===== config.mk =====
export PLATFORM = sky130hd
export DESIGN_NAME = queued_dma_write_status
export DESIGN_NICKNAME = d
export VERILOG_FILES = /design/src/design/queued_dma_write_pkg.sv /design/src/design/queued_dma_write_status.sv
export VERILOG_INCLUDE_DIRS = /design/src /design/src/design
export SDC_FILE = /design/constraint.sdc
export NUM_CORES = 2
export LEC_CHECK = 0
export BUFFER_PORTS_ARGS = -buffer_cell sky130_fd_sc_hd__buf_2
export CORE_UTILIZATION = 30
export DETAILED_ROUTE_END_ITERATION = 10
export SYNTH_ARGS = -nofsm -noshare
export SYNTH_HDL_FRONTEND = slang
export SYNTH_SLANG_ARGS = --single-unit

===== constraint.sdc =====
create_clock -name clk_sys -period 105.8 [get_ports clk_sys]
set_clock_uncertainty 0.05 [all_clocks]
set_input_delay 21.16 -clock clk_sys [delete_from_list [all_inputs] [get_ports clk_sys]]
set_output_delay 21.16 -clock clk_sys [all_outputs]
set_load 0.02 [all_outputs]

===== src/design/queued_dma_write_regs.svh =====
/*
  Register offsets, bit positions, command codes and reset values of the
  queued DMA write status block.
  Assumes a byte-addressed APB slave with 32-bit data; each register is one word.
*/
`ifndef QUEUED_DMA_WRITE_REGS_SVH
`define QUEUED_DMA_WRITE_REGS_SVH

`define OFF_ERR 8'h00
`define OFF_CNT 8'h04
`define OFF_ALO 8'h08
`define OFF_AMI 8'h0C
`define OFF_AHI 8'h10
`define OFF_DRV 8'h14
`define OFF_STS 8'h18
`define OFF_CMD 8'h1C
`define OFF_CTL 8'h20
`define OFF_CFG 8'h24

`define ST_BUSY 7
`define ST_RDY 6
`define ST_FLT 5
`define ST_SERVICE_PENDING_FLAG 4
`define ST_DRQ 3
`define ST_ERR 0

`define ER_INTERFACE_CHECKSUM_ERROR 7
`define ER_WP 6
`define ER_MC 5
`define ER_NF 4
`define ER_MCR 3
`define ER_ABORTED_FLAG 2
`define ER_NM 1

`define TAG_HI 7
`define TAG_LO 3
`define CNT_REL 2
`define CNT_IO 1
`define CNT_CD 0

`define CTL_HOB 7
`define CTL_OVL 1
`define CFG_QUE 0
`define CFG_SUP 1

`define CMD_QWRITE 8'h36
`define CMD_SERVICE 8'h5A

`define RST_STS 8'h40
`define RST_CFG 8'h03
`define NUM_TAGS 32

`endif


===== src/design/queued_dma_write_pkg.sv =====
/*
  Types of the queued DMA write status block.
  Assumes the constants header is included by the design file.
*/
package queued_dma_write_pkg;

  typedef enum logic {ST_IDLE, ST_XFER} state_t;

  typedef enum logic [2:0] {TQ_FREE, TQ_WAIT, TQ_READY, TQ_XFER, TQ_FAIL} tq_t;

endpackage


===== src/design/queued_dma_write_status.sv =====
/*
  Device-side result reporting and bus-release control for the queued
  48-bit DMA write command, with its task-file registers on APB.
  Assumes the data path runs on clk_sys and gives one-cycle event pulses.
*/
`timescale 1ns/1ps
`include "queued_dma_write_regs.svh"

module queued_dma_write_status
  import queued_dma_write_pkg::*;
(
  // clock and reset
  input wire logic clk_sys,
  input wire logic nrst,
  // apb slave
  input wire logic psel,
  input wire logic penable,
  input wire logic pwrite,
  input wire logic [7:0] paddr,
  input wire logic [31:0] pwdata,
  output logic [31:0] prdata,
  output logic pready,
  output logic pslverr,
  // data path events
  input wire logic path_ready,
  input wire logic ev_ready,
  input wire logic ev_done,
  input wire logic ev_err,
  input wire logic [4:0] ev_tag,
  input wire logic [47:0] fail_addr,
  input wire logic err_crc,
  input wire logic err_udma,
  input wire logic err_nf,
  input wire logic err_range,
  input wire logic err_fault,
  // removable media
  input wire logic media_wp,
  input wire logic media_absent,
  input wire logic media_changed,
  input wire logic media_chg_req,
  input wire logic media_status_query,
  // data path control
  output logic xfer_start,
  output logic [4:0] xfer_tag,
  output logic queue_abort
);

  ////////////////////////////////////////////////////////////////////////
  // reset release

  logic rst_meta_reg;
  logic rst_n;

  always_ff @(posedge clk_sys or negedge nrst) begin
    if (!nrst) begin
      rst_meta_reg <= 1'b0;
      rst_n <= 1'b0;
    end else begin
      rst_meta_reg <= 1'b1;
      rst_n <= rst_meta_reg;
    end
  end

  ////////////////////////////////////////////////////////////////////////
  // declarations and helpers

  state_t state_reg;
  tq_t tq_reg [`NUM_TAGS];
  logic [47:0] fa_reg [`NUM_TAGS];
  logic [7:0] fe_reg [`NUM_TAGS];
  logic ff_reg [`NUM_TAGS];
  logic [4:0] cur_tag_reg;
  logic [7:0] err_reg, cnt_reg, cnt_prev_reg, drv_reg, sts_reg;
  logic [7:0] ctl_reg, cfg_reg;
  logic [47:0] addr_reg;
  logic mc_pend_reg, mcr_reg;
  logic acc, wr, cmd_we, qw, sv, queued;
  logic qw_ok, qw_bad, sv_take, sv_bad, x_err, x_done, bg_err, bg_rdy;
  logic svc_found;
  logic [4:0] new_tag, svc_tag;
  logic [7:0] live_err, rd_byte;
  logic hit, high_order_select;

  // lowest tag that needs service; bias to low tags is accepted
  function automatic logic [5:0] pick_service_pending_flag(input tq_t q [`NUM_TAGS]);
    logic [5:0] r;
    r = 6'h00;
    for (int i = `NUM_TAGS - 1; i >= 0; i--) begin
      if (q[i] == TQ_READY || q[i] == TQ_FAIL) begin
        r = {1'b1, 5'(i)};
      end
    end
    return r;
  endfunction

  function automatic logic [7:0] mk_cnt(input logic [4:0] t, input logic release_flag,
                                        input logic fin);
    logic [7:0] c;
    c = 8'h00;
    c[`TAG_HI:`TAG_LO] = t;
    c[`CNT_REL] = release_flag;
    c[`CNT_IO] = fin;
    c[`CNT_CD] = fin;
    return c;
  endfunction

  function automatic logic [7:0] mk_sts(input logic flt, input logic service_pending_flag,
                                        input logic err);
    logic [7:0] s;
    s = 8'h00;
    s[`ST_RDY] = 1'b1;
    s[`ST_FLT] = flt;
    s[`ST_SERVICE_PENDING_FLAG] = service_pending_flag;
    s[`ST_ERR] = err;
    return s;
  endfunction

  function automatic logic [7:0] mk_err(input logic crc, input logic udma,
                                        input logic nf, input logic range,
                                        input logic unsup);
    logic [7:0] e;
    logic a0;
    e = 8'h00;
    a0 = unsup | udma;
    e[`ER_INTERFACE_CHECKSUM_ERROR] = crc & udma;
    e[`ER_NF] = nf | (range & ~a0);
    e[`ER_ABORTED_FLAG] = a0 | (range & ~e[`ER_NF]);
    e[`ER_WP] = media_wp;
    e[`ER_NM] = media_absent;
    e[`ER_MC] = mc_pend_reg;
    e[`ER_MCR] = mcr_reg;
    return e;
  endfunction

  ////////////////////////////////////////////////////////////////////////
  // command and event decode

  always_comb begin
    acc = psel && penable && pready;
    wr = acc && pwrite;
    cmd_we = wr && paddr == `OFF_CMD;
    qw = cmd_we && pwdata[7:0] == `CMD_QWRITE;
    sv = cmd_we && pwdata[7:0] == `CMD_SERVICE;
    queued = cfg_reg[`CFG_QUE] && ctl_reg[`CTL_OVL];
    new_tag = queued ? cnt_reg[`TAG_HI:`TAG_LO] : 5'h00;
    qw_bad = qw && state_reg == ST_IDLE && (!cfg_reg[`CFG_SUP] ||
             !ctl_reg[`CTL_OVL] ||
             tq_reg[new_tag] != TQ_FREE);
    // a new command during data movement is ignored
    qw_ok = qw && state_reg == ST_IDLE && !qw_bad;
    {svc_found, svc_tag} = pick_service_pending_flag(tq_reg);
    sv_take = sv && svc_found && state_reg == ST_IDLE;
    sv_bad = sv && !svc_found && state_reg == ST_IDLE;
    x_err = state_reg == ST_XFER && ev_err && ev_tag == cur_tag_reg;
    x_done = state_reg == ST_XFER && ev_done && ev_tag == cur_tag_reg && !x_err;
    bg_err = ev_err && !x_err && !qw && !sv &&
             (tq_reg[ev_tag] == TQ_WAIT || tq_reg[ev_tag] == TQ_READY);
    bg_rdy = ev_ready && !qw && !sv && tq_reg[ev_tag] == TQ_WAIT;
    live_err = mk_err(err_crc, err_udma, err_nf, err_range, 1'b0);
  end

  ////////////////////////////////////////////////////////////////////////
  // per-tag table

  genvar g;
  generate
    for (g = 0; g < `NUM_TAGS; g++) begin : tags
      always_ff @(posedge clk_sys or negedge rst_n) begin
        if (!rst_n) begin
          tq_reg[g] <= TQ_FREE;
          fa_reg[g] <= 48'h0;
          fe_reg[g] <= 8'h00;
          ff_reg[g] <= 1'b0;
        end else if (x_err) begin
          tq_reg[g] <= TQ_FREE;
        end else if (bg_err) begin
          if (5'(g) == ev_tag) begin
            tq_reg[g] <= TQ_FAIL;
            fa_reg[g] <= fail_addr;
            fe_reg[g] <= live_err;
            ff_reg[g] <= err_fault;
          end else begin
            tq_reg[g] <= TQ_FREE;
          end
        end else if (qw_ok && 5'(g) == new_tag) begin
          tq_reg[g] <= path_ready ? TQ_XFER : TQ_WAIT;
        end else if (sv_take && 5'(g) == svc_tag) begin
          tq_reg[g] <= tq_reg[g] == TQ_READY ? TQ_XFER : TQ_FREE;
        end else if (x_done && 5'(g) == cur_tag_reg) begin
          tq_reg[g] <= TQ_FREE;
        end else if (bg_rdy && 5'(g) == ev_tag) begin
          tq_reg[g] <= TQ_READY;
        end
      end
    end
  endgenerate

  ////////////////////////////////////////////////////////////////////////
  // media flags

  // a new event in the clearing cycle wins
  always_ff @(posedge clk_sys or negedge rst_n) begin
    if (!rst_n) begin
      mc_pend_reg <= 1'b0;
      mcr_reg <= 1'b0;
    end else begin
      if (media_changed) begin
        mc_pend_reg <= 1'b1;
      end else if (x_err || bg_err || qw_bad || sv_bad) begin
        mc_pend_reg <= 1'b0;
      end
      if (media_chg_req) begin
        mcr_reg <= 1'b1;
      end else if (media_status_query || qw_ok) begin
        mcr_reg <= 1'b0;
      end
    end
  end

  ////////////////////////////////////////////////////////////////////////
  // control registers

  always_ff @(posedge clk_sys or negedge rst_n) begin
    if (!rst_n) begin
      ctl_reg <= 8'h00;
      cfg_reg <= `RST_CFG;
      drv_reg <= 8'h00;
    end else if (wr) begin
      if (paddr == `OFF_CTL) begin
        ctl_reg <= pwdata[7:0];
      end
      if (paddr == `OFF_CFG) begin
        cfg_reg <= pwdata[7:0];
      end
      if (paddr == `OFF_DRV) begin
        drv_reg <= pwdata[7:0];
      end
    end
  end

  ////////////////////////////////////////////////////////////////////////
  // register images and command sequence

  always_ff @(posedge clk_sys or negedge rst_n) begin
    if (!rst_n) begin
      state_reg <= ST_IDLE;
      cur_tag_reg <= 5'h00;
      err_reg <= 8'h00;
      cnt_reg <= 8'h00;
      cnt_prev_reg <= 8'h00;
      addr_reg <= 48'h0;
      sts_reg <= `RST_STS;
      xfer_start <= 1'b0;
      xfer_tag <= 5'h00;
      queue_abort <= 1'b0;
    end else begin
      xfer_start <= 1'b0;
      queue_abort <= 1'b0;
      if (qw_bad || sv_bad) begin
        err_reg <= mk_err(1'b0, 1'b0, 1'b0, 1'b0, 1'b1);
        cnt_reg <= mk_cnt(new_tag, 1'b0, 1'b1);
        cnt_prev_reg <= 8'h00;
        sts_reg <= mk_sts(1'b0, svc_found, 1'b1);
      end else if (qw_ok) begin
        cur_tag_reg <= new_tag;
        cnt_prev_reg <= 8'h00;
        err_reg <= 8'h00;
        if (path_ready) begin
          state_reg <= ST_XFER;
          cnt_reg <= mk_cnt(new_tag, 1'b0, 1'b0);
          sts_reg <= mk_sts(1'b0, 1'b0, 1'b0);
          xfer_start <= 1'b1;
          xfer_tag <= new_tag;
        end else begin
          cnt_reg <= mk_cnt(new_tag, 1'b1, 1'b0);
          sts_reg <= mk_sts(1'b0, svc_found, 1'b0);
        end
      end else if (sv_take) begin
        cnt_prev_reg <= 8'h00;
        if (tq_reg[svc_tag] == TQ_READY) begin
          state_reg <= ST_XFER;
          cur_tag_reg <= svc_tag;
          err_reg <= 8'h00;
          cnt_reg <= mk_cnt(svc_tag, 1'b0, 1'b0);
          sts_reg <= mk_sts(1'b0, 1'b0, 1'b0);
          xfer_start <= 1'b1;
          xfer_tag <= svc_tag;
        end else begin
          err_reg <= fe_reg[svc_tag];
          cnt_reg <= mk_cnt(svc_tag, 1'b0, 1'b1);
          addr_reg <= fa_reg[svc_tag];
          sts_reg <= mk_sts(ff_reg[svc_tag], 1'b0, fe_reg[svc_tag] != 8'h00);
        end
      end else if (x_err) begin
        state_reg <= ST_IDLE;
        err_reg <= live_err;
        cnt_reg <= mk_cnt(cur_tag_reg, 1'b0, 1'b1);
        cnt_prev_reg <= 8'h00;
        addr_reg <= fail_addr;
        sts_reg <= mk_sts(err_fault, 1'b0, live_err != 8'h00);
        queue_abort <= 1'b1;
      end else if (x_done) begin
        state_reg <= ST_IDLE;
        err_reg <= 8'h00;
        cnt_reg <= mk_cnt(cur_tag_reg, 1'b0, 1'b1);
        cnt_prev_reg <= 8'h00;
        sts_reg <= mk_sts(1'b0, svc_found, 1'b0);
      end else begin
        if (bg_err) begin
          queue_abort <= 1'b1;
        end
        if (bg_rdy || bg_err) begin
          sts_reg[`ST_SERVICE_PENDING_FLAG] <= 1'b1;
        end
        if (wr && paddr == `OFF_CNT) begin
          cnt_prev_reg <= cnt_reg;
          cnt_reg <= pwdata[7:0];
        end
        if (wr && paddr == `OFF_ALO) begin
          addr_reg[31:24] <= addr_reg[7:0];
          addr_reg[7:0] <= pwdata[7:0];
        end
        if (wr && paddr == `OFF_AMI) begin
          addr_reg[39:32] <= addr_reg[15:8];
          addr_reg[15:8] <= pwdata[7:0];
        end
        if (wr && paddr == `OFF_AHI) begin
          addr_reg[47:40] <= addr_reg[23:16];
          addr_reg[23:16] <= pwdata[7:0];
        end
      end
    end
  end

  ////////////////////////////////////////////////////////////////////////
  // apb read mux and handshake

  always_comb begin
    high_order_select = ctl_reg[`CTL_HOB];
    hit = 1'b1;
    rd_byte = 8'h00;
    case (paddr)
      `OFF_ERR: rd_byte = err_reg;
      `OFF_CNT: rd_byte = high_order_select ? cnt_prev_reg : cnt_reg;
      `OFF_ALO: rd_byte = high_order_select ? addr_reg[31:24] : addr_reg[7:0];
      `OFF_AMI: rd_byte = high_order_select ? addr_reg[39:32] : addr_reg[15:8];
      `OFF_AHI: rd_byte = high_order_select ? addr_reg[47:40] : addr_reg[23:16];
      `OFF_DRV: rd_byte = drv_reg;
      `OFF_STS: rd_byte = sts_reg;
      `OFF_CMD: rd_byte = 8'h00;
      `OFF_CTL: rd_byte = ctl_reg;
      `OFF_CFG: rd_byte = cfg_reg;
      default: hit = 1'b0;
    endcase
  end

  // one wait state so that read data comes from a flip-flop
  always_ff @(posedge clk_sys or negedge rst_n) begin
    if (!rst_n) begin
      pready <= 1'b0;
      prdata <= 32'h0;
      pslverr <= 1'b0;
    end else begin
      pready <= psel && penable && !pready;
      if (psel && penable && !pready) begin
        prdata <= pwrite ? 32'h0 : {24'h0, rd_byte};
        pslverr <= !hit;
      end else begin
        pslverr <= 1'b0;
      end
    end
  end

endmodule


==> flow_summary.yaml <==
run_status:
  status: "finished clean"
final_layout:
  area_growth_pct: 11.74
  final_cells: 13360
  nets: 8981
  drive_gt1_share_pct: 27.77
  final_design_area_no_fill_mm2: 0.1088
  largest_register_ffs: 1536
place:
  place.gp.congestion: 0.9814
  port-buffer-count: 104
  pre_cts_ws_ns: 79.56
  post-dp-hpwl_um: 186400
  dp_cells: 12960
  placed_cell_area_mm2: 0.1017
pwr:
  p_per_area_mw_per_mm2: 27.04
  leakage_nw: 50.25
  p_total_mw: 2.943
  ir_drop_v: 0.00003353
logic_synthesis:
  yosys.cell_count.top_type: "nand2_1"
  netlist_area_mm2: 0.09740
  synth_edf_count: 0
  yosys-top-cells-area: "dfrtp_1, mux2_2, nand2_1"
  synth_top_area_share_pct: 51.67
  avgSynthCellArea_um2: 10.58
  yosysWarnings: 0
  synthCells: 9210
  synthDistinctLibCells: 105
  synth_top_area_cell: "dfrtp_1"
  ys_seq_elements: 2013
  synth_flop_cell: "dfrtp_1"
  netlist_top_cells_count: "nand2_1, dfrtp_1, mux2_2"
  ys_async_sr_fraction_pct: 100.0
  yosysSeqAreaShare_pct: 51.72
global_routing:
  use_met2_pct: 30.63
  antenna_found_initial: 32
  grt_start_max_net_pins: 146
  grt_pass1_wl_um: 494000
  grt_use_total_pct: 20.18
  use_met3_pct: 4.296
  met1_usage_pct: 27.71
  grt_pass1_vias: 70750
  grt_overflow_total: 0
  grt_busiest_layer: "met2"
routing:
  dr_total_vias: 73170
  drt-total-wl_um: 335700
  via_per_inst: 5.476
  routedWlPerCell_um: 25.12
  initialDrtViolationCount: 7705
  post-route-drc-count: 0
  postRouteAntennaNets: 0
  drtPass1Iterations: 8
timing:
  rsz0062_at_grt: "no"
  finalSetupTns_ns: 0
  relSlewSlack_pct: 12.06
  max_freq_ghz: 0.03923
  setup_viol: 0
  period_minus_slack_ns: 25.49
  tightest_slew_ns: 1.312
  layout_setup_ws_ns: 80.31
  hold_viol: 0
  fin_crit_sh_pct: 24.09
  finalMaxSlewViolations: 0
clocking:
  cts-root-buf: "clkbuf_16"
  clock_sinks: 2013
  clockBufferDepth: 3
  cts_tree: "yes"
  cts_resized: 0
  insertion_delay_ns: 0.89
  cts_made_buffers: 211
  postCtsHoldBufs: 0
  clkTransAtPathRegs_ns: 0.06
  cts_setup_buffers: 0
  cts_max_level: 4
worst_setup_path:
  rr_worst_depth: 14
  crit_top_cell: "buf_4"
  cp_cell_sequence: "buf_2 > buf_4 > mux4_2 > mux4_2 > mux2i_1 > xor2_1 > and4b_1 > and2_1 > buf_4 > nand2_4 > buf_4 > mux2_2"
  critPathSlowestCell: "buf_4"
  r2r_end: "sts_reg[0]$_DFFE_PN0P_"
  crit_required_ns: 106.47
  cp_max_fo: 37
  r2r_slack_ns: 98.80
  critical_path_class: "in -> reg"
  cp_slowest_stage_delay_ns: 0.91
  worst_setup_path_end_kind: "register"
  r2r-start: "tq_reg[70]$_DFFE_PN0P_"
  crit_arrival_ns: 26.16
  critPathLaunchType: "input port"
floorplanning:
  die_area_mm2: 0.3269
  start_util_pct: 30.25
  io_pins: 153
  fp.dieH_um: 571.8
  core_area_mm2: 0.3219
  num_rows: 208
  die_w_um: 571.8
worst_hold_path:
  hold_path.class: "reg -> async"
run:
  max-cap-violations: 0
[metrics by stage]
step	hold WS, ns	utilization (%)
2_1_floorplan	0.2812	-
3_3_place_gp	0.2369	31.58
3_5_place_dp	0.2350	31.58
4_1_cts	0.2413	33.80
5_1_grt	0.2611	33.80
6_report	0.2191	33.81
[metal layers]
metal / up-vias / part of all wire [%] / wire length [um]
li1: 31600 / - / -
met1: 37780 / 43 / 145400
met2: 3059 / 44 / 147100
met3: 716 / 8.5 / 28550
met4: 18 / 4.3 / 14510
met5: - / 0.032 / 109
[cells in the final DEF (no fill, tap or decap), drive strengths merged, types with 22 or more instances in the layout]
cell     count
nand2     2058
dfrtp     2011
mux2      1794
nand3     1117
clkbuf     325
buf        250
o21ai      177
nor2       120
mux2i      116
a21oi      109
nand4       70
nor3        69
o22ai       67
a31oi       52
clkinv      46
mux4        32
inv         32
or3         31
nor4        30
and3        29
xnor2       28
nand2b      27
a221o       27
a2111oi     26
conb        25
a211oi      25
a41oi       24
a221oi      22
[where the power goes]
| group | internal (mW) | switching, mW |
|---|---|---|
| sequential | 0.982 | 0.109 |
| clock | 0.439 | 0.325 |
| combinational | 0.362 | 0.726 |
[area by class of cell]
cell class	instances	area (um^2)
clock inverter	67	818.3
multi-input combinational	6368	44010
antenna	10	25.02
fill	32550	213100
timing repair buffer	250	1792
clock buffer	325	6322
tap	4305	5386
sequential	2013	50380
inverter	25	93.84
[critical path, delay by kind of cell]
kind,cells,cell delay (ns)
buffers and inverters,4,1.79
AND/OR/NAND/NOR,3,1.06
XOR/XNOR,1,0.10
multiplexers,4,1.86
[kinds of logic after synthesis]
group	synth area share (%)
buf+inv	3.513
simple gates	16.47
compound gates	5.176
mux	22.75
other cells	0.007711
flops	51.72
xor+xnor	0.3584
[worst max-delay path by stage]
stage | startpoint | endpoint | slack (ns) | cells after the start
final | ev_tag[0] | fa_reg[572]$_DFFE_PN0P_ | 80.31 | 12
after global placement | ev_tag[0] | fa_reg[765]$_DFFE_PN0P_ | 79.56 | 12
after global routing | ev_tag[0] | fa_reg[558]$_DFFE_PN0P_ | 80.23 | 12
after floorplan | rst_n$_DFF_PN0_ | addr_reg[0]$_DFFE_PN0P_ | 45.48 | 0
after detailed placement | ev_tag[0] | fa_reg[723]$_DFFE_PN0P_ | 79.56 | 12
after CTS | ev_tag[0] | fa_reg[395]$_DFFE_PN0P_ | 80.48 | 12
(Power assumes the default switching activity.)
